==> src/rtl/ccs_map.svh <==
// named offsets, codes, bit positions and reset values of the coefficient words
// assumes inclusion from the ccs design module and the ccs bench
`ifndef CCS_MAP_SVH
`define CCS_MAP_SVH

// ----------------------------------------------------------------
// command codes
// ----------------------------------------------------------------
`define CCS_CMD_WR_FIRST 8'h40
`define CCS_CMD_WR_LAST 8'h57
`define CCS_CMD_PAGE_INC 8'h5E

// ----------------------------------------------------------------
// word addresses and pages
// ----------------------------------------------------------------
`define CCS_ADDR_BRIDGE 8'h03
`define CCS_ADDR_TEMP 8'h04
`define CCS_PAGE_FIRST 2'h0
`define CCS_PAGE_LAST 2'h3
`define CCS_WORD_RESET 16'h0000
`define CCS_TEMP_USED_MASK 16'h003F

// ----------------------------------------------------------------
// field positions
// ----------------------------------------------------------------
`define CCS_NUM_COEF 10
`define CCS_NUM_BRIDGE_COEF 7
`define CCS_BIT_CURVE 14
`define CCS_BIT_SETTL 15

`endif

==> src/rtl/ccs_pkg.sv <==
// types shared by the coefficient top-bit and sign word bank
// assumes ccs_map.svh is on the include path
`default_nettype none

package ccs_pkg;

  // one sign-magnitude coefficient
  typedef struct packed {
    logic negative;
    logic [16:0] magnitude;
  } ccs_coef_t;

  // one command from the serial command decoder
  typedef struct packed {
    logic valid;
    logic [7:0] code;
    logic [15:0] data;
  } ccs_cmd_t;

  typedef enum logic [1:0] {
    CCS_KIND_NONE,
    CCS_KIND_WRITE,
    CCS_KIND_PAGE,
    CCS_KIND_OTHER
  } ccs_kind_t;

endpackage

`default_nettype wire

==> src/rtl/ccs_coef_words.sv <==
// top-bit and sign words of the calibration coefficients, page handling
// assumes commands come from the serial decoder on clk, low words from memory
//
// Overview of operation
// RULE1: bridge word bit 0 is offset bit 16, joined with word 05h low bits.
// RULE2: each stored sign 0 means positive, 1 means negative magnitude.
// RULE3: bridge bit 2 is gain bit 16 with word 06h; bit 3 gain sign.
// RULE4: bridge bit 4 is first-order gain drift bit 16 with 07h; bit 5 sign.
// RULE5: bridge bit 6 is first-order offset drift bit 16 with 08h; bit 7 sign.
// RULE6: bits 8/9 second-order offset drift, bits 10/11 second-order gain drift.
// RULE7: bridge bit 12 is second-order bridge bit 16 with 0Bh; bit 13 sign.
// RULE8: bridge bit 14 picks curve: 0 parabolic, 1 S-shaped.
// RULE9: bridge bit 15 is the settling term sign, 1 negative.
// RULE10: temperature bit 0 is sensor gain bit 16 with 0Dh; bit 1 sign.
// RULE11: temperature bit 2 is sensor second-order bit 16 with 0Eh; bit 3 sign.
// RULE12: temperature bit 4 is sensor offset bit 16 with 0Ch; bits 15:6 unused.
// RULE13: words are written only by memory write codes 40h to 57h.
// RULE14: one write per word per page; four pages; page step clears words.
// RULE15: all bits read zero until programmed.
`include "ccs_map.svh"
`timescale 1ns/1ps
`default_nettype none

module ccs_coef_words
  import ccs_pkg::*;
#(
  parameter int NUM_COEF = `CCS_NUM_COEF
) (
  // clock and reset
  input wire logic clk,
  input wire logic rst,
  // command port
  input wire ccs_cmd_t cmd,
  // low sixteen bits, index order: 05h..0Bh, 0Dh, 0Eh, 0Ch
  input wire logic [15:0] low_word [NUM_COEF],
  // readback and page state
  output logic [15:0] bridge_word_reg,
  output logic [15:0] temp_word_reg,
  output logic [1:0] page_reg,
  output logic pages_used_up_reg,
  output logic wr_done_reg,
  output logic wr_refused_reg,
  // decoded coefficients, index order as low_word
  output ccs_coef_t coef_reg [NUM_COEF],
  output logic curve_s_shaped_reg,
  output logic settling_term_negative_reg
);

  // ----------------------------------------------------------------
  // decode helpers
  // ----------------------------------------------------------------
  function automatic ccs_kind_t cmd_kind(input ccs_cmd_t c);
    if (!c.valid) begin
      return CCS_KIND_NONE;
    end else if (c.code >= `CCS_CMD_WR_FIRST && c.code <= `CCS_CMD_WR_LAST)
    begin
      return CCS_KIND_WRITE;
    end else if (c.code == `CCS_CMD_PAGE_INC) begin
      return CCS_KIND_PAGE;
    end
    return CCS_KIND_OTHER;
  endfunction

  // top bit and sign of coefficient i
  function automatic logic [1:0] coef_hi(input int i, // RULE7 RULE11
      input logic [15:0] bw, input logic [15:0] tw);
    int b;
    b = 0;
    if (i < `CCS_NUM_BRIDGE_COEF) begin
      b = 2 * i;
      return {bw[b+1], bw[b]};
    end
    b = 2 * (i - `CCS_NUM_BRIDGE_COEF);
    return {tw[b+1], tw[b]};
  endfunction

  // ----------------------------------------------------------------
  // word and page state
  // ----------------------------------------------------------------
  logic [15:0] bridge_word_next;
  logic [15:0] temp_word_next;
  logic [1:0] page_next;
  logic bridge_prog_reg, bridge_prog_next;
  logic temp_prog_reg, temp_prog_next;
  logic wr_done_next, wr_refused_next;
  logic [7:0] wr_addr;
  ccs_kind_t kind;

  always_comb begin
    kind = cmd_kind(cmd);
    wr_addr = cmd.code - `CCS_CMD_WR_FIRST;
    bridge_word_next = bridge_word_reg;
    temp_word_next = temp_word_reg;
    page_next = page_reg;
    bridge_prog_next = bridge_prog_reg;
    temp_prog_next = temp_prog_reg;
    wr_done_next = 1'b0;
    wr_refused_next = 1'b0;
    case (kind)
      CCS_KIND_WRITE: begin
        if (wr_addr == `CCS_ADDR_BRIDGE) begin
          if (bridge_prog_reg) begin
            wr_refused_next = 1'b1; // RULE14
          end else begin
            bridge_word_next = cmd.data; // RULE13
            bridge_prog_next = 1'b1;
            wr_done_next = 1'b1;
          end
        end else if (wr_addr == `CCS_ADDR_TEMP) begin
          if (temp_prog_reg) begin
            wr_refused_next = 1'b1; // RULE14
          end else begin
            temp_word_next = cmd.data & `CCS_TEMP_USED_MASK; // RULE12
            temp_prog_next = 1'b1;
            wr_done_next = 1'b1;
          end
        end
      end
      CCS_KIND_PAGE: begin
        if (page_reg != `CCS_PAGE_LAST) begin
          page_next = page_reg + 2'h1; // RULE14
          bridge_word_next = `CCS_WORD_RESET;
          temp_word_next = `CCS_WORD_RESET;
          bridge_prog_next = 1'b0;
          temp_prog_next = 1'b0;
        end else begin
          wr_refused_next = 1'b1;
        end
      end
      default: begin
      end
    endcase
  end

  always_ff @(posedge clk) begin
    if (rst) begin
      bridge_word_reg <= `CCS_WORD_RESET; // RULE15
      temp_word_reg <= `CCS_WORD_RESET;
      page_reg <= `CCS_PAGE_FIRST;
      bridge_prog_reg <= 1'b0;
      temp_prog_reg <= 1'b0;
      wr_done_reg <= 1'b0;
      wr_refused_reg <= 1'b0;
      pages_used_up_reg <= 1'b0;
    end else begin
      bridge_word_reg <= bridge_word_next;
      temp_word_reg <= temp_word_next;
      page_reg <= page_next;
      bridge_prog_reg <= bridge_prog_next;
      temp_prog_reg <= temp_prog_next;
      wr_done_reg <= wr_done_next;
      wr_refused_reg <= wr_refused_next;
      pages_used_up_reg <= (page_next == `CCS_PAGE_LAST);
    end
  end

  // ----------------------------------------------------------------
  // coefficient assembly
  // ----------------------------------------------------------------
  ccs_coef_t coef_next [NUM_COEF];
  logic curve_next, settl_next;

  for (genvar g = 0; g < NUM_COEF; g++) begin : g_coef
    logic [1:0] hi;
    always_comb begin
      hi = coef_hi(g, bridge_word_reg, temp_word_reg); // RULE4 RULE5 RULE6
      coef_next[g].magnitude = {hi[0], low_word[g]}; // RULE1 RULE3 RULE10
      coef_next[g].negative = hi[1]; // RULE2
    end
    always_ff @(posedge clk) begin
      if (rst) begin
        coef_reg[g] <= '0; // RULE15
      end else begin
        coef_reg[g] <= coef_next[g];
      end
    end
  end

  always_comb begin
    curve_next = bridge_word_reg[`CCS_BIT_CURVE]; // RULE8
    settl_next = bridge_word_reg[`CCS_BIT_SETTL]; // RULE9
  end

  always_ff @(posedge clk) begin
    if (rst) begin
      curve_s_shaped_reg <= 1'b0;
      settling_term_negative_reg <= 1'b0;
    end else begin
      curve_s_shaped_reg <= curve_next;
      settling_term_negative_reg <= settl_next;
    end
  end

  logic past_ok;
  always_ff @(posedge clk) begin
    if (rst) begin
      past_ok <= 1'b0;
    end else begin
      past_ok <= 1'b1;
    end
  end
endmodule

`default_nettype wire

==> config.mk <==
export PLATFORM = sky130hd
export DESIGN_NAME = ccs_coef_words
export DESIGN_NICKNAME = d
export VERILOG_FILES = /design/src/rtl/ccs_pkg.sv /design/src/rtl/ccs_coef_words.sv
export VERILOG_INCLUDE_DIRS = /design/src /design/src/rtl
export SDC_FILE = /design/constraint.sdc
export NUM_CORES = 1
export LEC_CHECK = 0
export ABC_AREA = 1
export BUFFER_PORTS_ARGS = -buffer_cell sky130_fd_sc_hd__buf_4
export CAP_MARGIN = 0
export CELL_PAD_IN_SITES_DETAIL_PLACEMENT = 1
export CELL_PAD_IN_SITES_GLOBAL_PLACEMENT = 1
export CORE_UTILIZATION = 26
export DETAILED_ROUTE_END_ITERATION = 7
export PLACE_DENSITY_LB_ADDON = 0.1
export SETUP_SLACK_MARGIN = 0.2
export SLEW_MARGIN = 0
export SYNTH_ARGS = -nofsm -noshare
export SYNTH_HDL_FRONTEND = slang
export SYNTH_SLANG_ARGS = --single-unit
export TNS_END_PERCENT = 20
==> constraint.sdc <==
create_clock -name clk -period 1.4 [get_ports clk]
set_input_delay 0.14 -clock clk [delete_from_list [all_inputs] [get_ports clk]]
set_output_delay 0.14 -clock clk [all_outputs]
set_load 0.01 [all_outputs]
==> results of run 1 <==
## Yosys cell counts
library cell and number:
sky130_fd_sc_hd__buf_2 2, sky130_fd_sc_hd__nor2_1 215, sky130_fd_sc_hd__nor2_2 23, sky130_fd_sc_hd__buf_12 1, sky130_fd_sc_hd__nand3b_1 1, sky130_fd_sc_hd__clkbuf_1 23
sky130_fd_sc_hd__inv_2 1, sky130_fd_sc_hd__o21ai_0 2, sky130_fd_sc_hd__inv_4 1, sky130_fd_sc_hd__buf_4 11, sky130_fd_sc_hd__nor3_1 1, sky130_fd_sc_hd__nand3_2 1
sky130_fd_sc_hd__conb_1 1, sky130_fd_sc_hd__o21ai_1 1, sky130_fd_sc_hd__nand3_4 1, sky130_fd_sc_hd__inv_1 200, sky130_fd_sc_hd__a31oi_1 1, sky130_fd_sc_hd__nand2_1 61
sky130_fd_sc_hd__dfxtp_1 211, sky130_fd_sc_hd__o21ai_4 1, sky130_fd_sc_hd__nand2_2 1, sky130_fd_sc_hd__nand3_1 24, sky130_fd_sc_hd__a211oi_1 1, sky130_fd_sc_hd__buf_1 1
sky130_fd_sc_hd__nand4_1 4, sky130_fd_sc_hd__a21oi_1 4
## power groups by stage
stage | Clock (mW) | Combinational [mW] | Sequential, mW
3_3_place_gp | 0 | 1.56 | 6.53
3_5_place_dp | 0 | 1.58 | 6.54
2_1_floorplan | 0 | 0.439 | 6.67
5_1_grt | 7.00 | 2.18 | 6.44
6_report | 6.54 | 2.00 | 6.41
4_1_cts | 6.79 | 1.99 | 6.41
## layout by cell type, fill, tap and decap left out, types with 6 or more instances in the layout
master and n:
sky130_fd_sc_hd__nor2_2 23, sky130_fd_sc_hd__dfxtp_2 6, sky130_fd_sc_hd__buf_4 407, sky130_fd_sc_hd__clkbuf_1 6
sky130_fd_sc_hd__nor2_1 214, sky130_fd_sc_hd__dfxtp_1 203, sky130_fd_sc_hd__nand3_1 22, sky130_fd_sc_hd__conb_1 10
sky130_fd_sc_hd__dlygate4sd3_1 171, sky130_fd_sc_hd__nand2_1 60, sky130_fd_sc_hd__inv_1 199, sky130_fd_sc_hd__clkbuf_16 27
sky130_fd_sc_hd__clkbuf_8 6
## path summary, 6_finish.rpt
kind | from | to | slack, ns | depth (start not counted)
hold / removal | cmd[14] | bridge_word_reg[14]$_SDFFE_PP0P_ | 0.02 | 5
setup / recovery | bridge_word_reg[10]$_SDFFE_PP0P_ | bridge_word_reg[10] | 0.19 | 1
setup reg to reg | page_reg[0]$_SDFF_PP0_ | bridge_word_reg[11]$_SDFFE_PP0P_ | 0.23 | 8
hold reg to reg | temp_word_reg[1]$_SDFFE_PP0P_ | coef_reg[53]$_SDFF_PP0_ | 0.46 | 2
## layout make-up
type                    count  area share (%)
repair buffers            582           38.34
flip-flops and latches    211           33.59
multi-input cells         352           11.98
clock buffers              39           6.187
inverters                 202           6.108
well taps                 330           3.272
clock inverters             7          0.4958
diodes                      1         0.01983
## logic make-up after synthesis
family / Yosys count / synth area share (%)
simple gates: 332 / 20.69
flops: 211 / 63.73
compound gates: 10 / 0.9818
buf+inv: 240 / 14.54
other cells: 1 / 0.05658
## stage by stage
| stage | hold WS (ns) | total power [mW] | cell area (um2) | worst slack, ns | TNS [ns] |
|---|---|---|---|---|---|
| global route | 0.03604 | 15.61 | 12620 | 0.1312 | 0 |
| CTS | 0.002634 | 15.19 | 12580 | 0.1481 | 0 |
| detailed placement | 0.3477 | 8.117 | 10010 | -0.08352 | -0.7092 |
| finish | 0.02196 | 14.95 | 12620 | 0.1944 | 0 |
| floorplan | 0.2470 | 7.110 | 6686 | 0.1335 | 0 |
| global placement | 0.3389 | 8.089 | 10010 | -0.009098 | -0.02243 |
## tightest hold or removal path, cell delays in order
cell and delay [ns]:
sky130_fd_sc_hd__buf_4 0.08, sky130_fd_sc_hd__nand2_1 0.07, sky130_fd_sc_hd__nand3_1 0.08, sky130_fd_sc_hd__nand2_1 0.05
sky130_fd_sc_hd__nor2_1 0.08
## timing repair
action,CTS,global route
setup buffers,1,0
hold endpoints to repair,176,0
endpoints found under the setup margin,20,37
pin swaps,0,1
hold buffers,171,0
gates resized for setup,8,9
## layer usage
layer	vias to the layer above	share of wire, %
met2	288	52
met1	3115	36
met5	-	0
met3	49	9.4
met4	0	3.1
li1	3374	-
==> flow_summary.toml, run 1 <==
[timing]
min_period_ns = 1.206
final-max-slew-violation-count = 0
final_min_period_over_clock_period_pct = 86.11
clock.fmax_mhz = 829.5
finClkSkew_ns = 0.007563
rsz0062_at_grt = "yes"
final-setup-viol-count = 0
final_hold_viol_count = 0

[worst_setup_path]
worstPathBufferInverterCount = 1
crit_required_ns = 1.26
critical_path.top_delay_family = "flip-flops"
worstSetupEndpointType = "primary output"
timing.critical_path.from_type = "flip-flop"
cp_slowest_stage_delay_ns = 0.40
setup.worst_path.class = "reg -> out"
critical_path_peak_fanout = 3
worst_path_max_delay_cell = "sky130_fd_sc_hd__dfxtp_2"
cp.arrival_ns = 1.07
crit_chain = "buf_4"

[global_routing]
first_pass_grt_wire_length_um = 38760
initial_antenna_violation_count = 1
largest_net_degree_at_the_start_of_global_routing = 105
use_met1_pct = 18.96
globalRouteTotalUtil_pct = 18.97
met2_track_utilization_from_global_routing_pct = 35.93
first_global_vias = 7443
grt_busiest_layer = "met2"
grt_remaining_overflow = 0
globalRouteMet3Util_pct = 6.384

[synth]
postSynthCellCount = 794
synth.lib_cells_used.distinct = 26
synth.largest_area_cell = "sky130_fd_sc_hd__dfxtp_1"
syn-cell-area_um2 = 6628
postSynthRegisterBits = 211
warning_count_from_the_yosys_run = 0
mean_cell_area_of_the_mapped_netlist_um2 = 8.347
synth_area_leaders = "sky130_fd_sc_hd__dfxtp_1 64%, sky130_fd_sc_hd__nor2_1 12%, sky130_fd_sc_hd__inv_1 11%"
synth_seq_area_share_pct = 63.73
yosysTopAreaCellShare_pct = 63.73

[cts]
clockRootBuffer = "sky130_fd_sc_hd__clkbuf_16"
ctsLongestPathBuffers = 3
cts.clk_slew.worst_paths_ns = 0.06
tritoncts_clock_tree = "done"
clock_sink_count = 211
clock_insertion_delay_worst_skew_ns = 0.52
numCtsBuffers = 26
clock_tree.htree_level_count = 1

[routing]
route.vias.total = 6826
detail_route.iter0.violations = 263
drc = 0
detail_route.vias_per_cell = 3.959
detail_route.wl_per_cell_um = 14.89
ant_nets = 0
detail_route.first_pass.iterations = 4
route.final.wire_length_um = 25670

[cells_and_area]
nNetsFinal = 1562
multi_input_area_um2 = 1511
seq_area_um2 = 4239
post_layout_nonfiller_instances = 1724
largest_register_ffs = 180
post_route_cells_drive_above_1_share_pct = 35.39
fin_util_pct = 50.25
fillCellCount = 2928
syn2layout_area_growth_pct = 90.39

[power_and_ir_drop]
vdd_drop_max_mv = 0.8816
power.share.clock_pct = 43.7
switching_part_of_the_total_power_pct = 23.35
power.density_nw_per_um2 = 1185
cell_internal_pwr_mw = 11.46
power_frac_comb_pct = 13.4
netSwitchingPower_mw = 3.492
leakagePower_nw = 6.680
sequentialPowerShare_pct = 42.9

[run_status]
status = "finished clean"

[floorplan]
fp.dieW_um = 161.7
die_y_um = 161.7
floorplan.rows = 58
io_pins = 406
start_util_pct = 26.40
core-area_um2 = 25110
fp.dieArea_um2 = 26130

[place]
gpl.final_weighted_congestion = 0.7598
place_hpwl_um = 16720
portBuffers = 395
placedCellCount = 1505

[hold_path]
min_path_type = "in -> reg"

[flow_run]
cap_violations = 0
No activity file was read; power rests on OpenSTA's default activity.
==> run 2: changes to the inputs <==
--- a/config.mk
+++ b/config.mk
@@ -6,15 +6,17 @@
 export SDC_FILE = /design/constraint.sdc
 export NUM_CORES = 1
 export LEC_CHECK = 0
-export ABC_AREA = 1
+export ABC_AREA = 0
 export BUFFER_PORTS_ARGS = -buffer_cell sky130_fd_sc_hd__buf_4
 export CAP_MARGIN = 0
 export CELL_PAD_IN_SITES_DETAIL_PLACEMENT = 1
 export CELL_PAD_IN_SITES_GLOBAL_PLACEMENT = 1
-export CORE_UTILIZATION = 26
+export CORE_AREA = 2 2 160 162
 export DETAILED_ROUTE_END_ITERATION = 7
+export DIE_AREA = 0 0 162 164
+export GPL_ROUTABILITY_DRIVEN = 0
 export PLACE_DENSITY_LB_ADDON = 0.1
-export SETUP_SLACK_MARGIN = 0.2
+export SETUP_SLACK_MARGIN = 0.02
 export SLEW_MARGIN = 0
 export SYNTH_ARGS = -nofsm -noshare
 export SYNTH_HDL_FRONTEND = slang
==> flow_summary.toml, run 2 <==
[place]
placedInstanceArea_um2 = 9603
place_hpwl_um = 15750
portBuffers = 395

[worst_setup_path]
worst_path_max_delay_cell = "sky130_fd_sc_hd__mux2_2"
crit_required_ns = 1.80
setup.worst_path.class = "reg -> reg"
worstSetupEndpointType = "flip-flop"
worst-r2r-cell-count = 5
crit_chain = "inv_1 > nand2b_1 > o22ai_4 > buf_12 > mux2_2"
timing.critical_path.from_type = "flip-flop"
cp_slowest_stage_delay_ns = 0.33
cp.arrival_ns = 1.70
critical_path_peak_fanout = 11

[synth]
async_flop_share_pct = 0
synth.lib_cells_used.distinct = 35
ys_top_cells_by_count = "211 x sky130_fd_sc_hd__dfxtp_1, 170 x sky130_fd_sc_hd__nor2b_1, 21 x sky130_fd_sc_hd__clkbuf_1"
postSynthCellCount = 512
synthMostInstantiatedCell = "sky130_fd_sc_hd__dfxtp_1"
postSynthRegisterBits = 211
synth_area_leaders = "sky130_fd_sc_hd__dfxtp_1 68%, sky130_fd_sc_hd__nor2b_1 17%, sky130_fd_sc_hd__mux2i_1 1.9%"
yosysTopAreaCellShare_pct = 67.97
mean_cell_area_of_the_mapped_netlist_um2 = 12.14
warning_count_from_the_yosys_run = 0
syn-cell-area_um2 = 6215
synth.largest_area_cell = "sky130_fd_sc_hd__dfxtp_1"
number_of_flops_mapped_to_enable_cells_by_yosys = 0
synth_seq_area_share_pct = 67.97
synth_flop_cell = "sky130_fd_sc_hd__dfxtp_1"

[timing]
worst_slew_margin_rel_pct = 61.48
final_hold_viol_count = 0
min_period_ns = 1.306
rsz0062_at_grt = "yes"
final_min_period_over_clock_period_pct = 93.26
worst_pin_slew_ns = 0.5778
finClkSkew_ns = 0.004218
totalNegativeSetupSlack_ns = 0
clock.fmax_mhz = 765.9
final-setup-viol-count = 0
final-max-slew-violation-count = 0

[global_routing]
globalRouteTotalUtil_pct = 16.74
grt_remaining_overflow = 0
largest_net_degree_at_the_start_of_global_routing = 84
first_pass_grt_wire_length_um = 34690
initial_antenna_violation_count = 2
first_global_vias = 6032

[cells_and_area]
postLayoutCellArea_um2 = 12230
fillCellCount = 2732
nNetsFinal = 1289
final_cell_mix = "406 x sky130_fd_sc_hd__buf_4, 211 x sky130_fd_sc_hd__dfxtp_1, 177 x sky130_fd_sc_hd__dlygate4sd3_1, 170 x sky130_fd_sc_hd__nor2b_1, 25 x sky130_fd_sc_hd__clkbuf_16"
layout_commonest_cell = "sky130_fd_sc_hd__buf_4"
largest_register_ffs = 180
syn2layout_area_growth_pct = 96.82
post_route_cells_drive_above_1_share_pct = 42.02

[power_and_ir_drop]
power.share.clock_pct = 45.1
power.density_nw_per_um2 = 1197
netSwitchingPower_mw = 3.249
sequentialPowerShare_pct = 43.2
switching_part_of_the_total_power_pct = 22.19
vdd_drop_max_mv = 0.7760
leakagePower_nw = 5.720
cell_internal_pwr_mw = 11.40
power_frac_comb_pct = 11.7

[routing]
route.vias.total = 5617
ant_nets = 0
detail_route.vias_per_cell = 3.868
drc = 0
detail_route.iter0.violations = 199
detail_route.wl_per_cell_um = 16.07
route.final.wire_length_um = 23340
detail_route.first_pass.iterations = 4

[cts]
clockRootBuffer = "sky130_fd_sc_hd__clkbuf_16"
cts.clk_slew.worst_paths_ns = 0.06
clock_insertion_delay_worst_skew_ns = 0.51
numCtsBuffers = 25
clock_tree.htree_level_count = 1
tritoncts_clock_tree = "done"
ctsLongestPathBuffers = 3
clock_sink_count = 211

[floorplan]
io_pins = 406
fp.dieW_um = 162
core-area_um2 = 24820
start_util_pct = 25.04
floorplan.rows = 58
fp.dieArea_um2 = 26570
die_y_um = 164

[hold_path]
min_path_type = "in -> reg"
cell_depth_of_the_worst_min_delay_path = 5

[flow_run]
cap_violations = 0

[run_status]
status = "finished clean"
[run 2: logic make-up after synthesis]
| logic type | share of synthesized area [%] |
|---|---|
| flip-flops | 67.97 |
| other | 0.06034 |
| AO/OA/AOI/OAI | 1.973 |
| multiplexers | 4.168 |
| buffers and inverters | 3.966 |
| AND/OR/NAND/NOR | 21.86 |
[run 2: path summary, 6_finish.rpt]
| kind | start | end | slack, ns |
|---|---|---|---|
| hold reg to reg | bridge_word_reg[4]$_SDFFE_PP0P_ | coef_reg[142]$_SDFF_PP0_ | 0.48 |
| hold / removal | cmd[20] | wr_done_reg$_SDFF_PP0_ | 0.05 |
| setup / recovery | bridge_prog_reg$_SDFFE_PP0P_ | bridge_word_reg[15]$_SDFFE_PP0P_ | 0.09 |
| setup reg to reg | bridge_prog_reg$_SDFFE_PP0P_ | bridge_word_reg[15]$_SDFFE_PP0P_ | 0.09 |
[run 2: critical path: cells and delay by family (launching register included)]
family	cells	cell delay (ns)
buffers and inverters	2	0.25
multiplexers	1	0.33
flip-flops	1	0.30
AND/OR/NAND/NOR	1	0.11
AO/OA/AOI/OAI	1	0.21
[run 2: stage by stage]
stage	hold slack [ns]	utilization [%]	instances	worst slack [ns]	power, mW
after global placement	0.3490	38.69	1228	-0.1567	7.723
after global routing	0.05818	49.28	1452	0.01619	15.29
after detailed placement	0.3563	38.69	1228	-0.1712	7.742
final	0.05251	49.28	1452	0.09438	14.64
after CTS	0.02709	49.25	1451	0.03512	14.89
after floorplan	0.2682	-	521	-0.04678	6.878
[run 2: area by class of cell]
cell class                      instances  area (um2)  area share (%)
Sequential cell                       211        4224           34.53
Antenna cell                            1       2.502         0.02046
Clock inverter                          8       103.9          0.8490
Multi-Input combinational cell        261        1785           14.60
Timing Repair Buffer                  588        4902           40.08
Clock buffer                           38       744.5           6.086
Inverter                               15       56.30          0.4603
Tap cell                              330       412.9           3.376
[run 2: layer usage]
metal,wire length [um],GRT usage (%)
met2,12010,30.66
met1,8535,18.21
met5,16,0
met3,1928,5.101
met4,845,6.154
[run 2: repair_timing]
item,CTS,global route
buffers inserted,0,0
endpoints found under the setup margin,0,13
gates resized for setup,0,2
hold endpoints to repair,192,0
hold buffers,177,0
[run 2: power groups by stage]
stage               clock [mW]  sequential [mW]  combinational (mW)
detailed placement           0             6.45                1.29
global placement             0             6.45                1.28
CTS                       6.85             6.32                1.72
floorplan                    0             6.58               0.298
finish                    6.60             6.32                1.72
global route              7.10             6.34                1.85
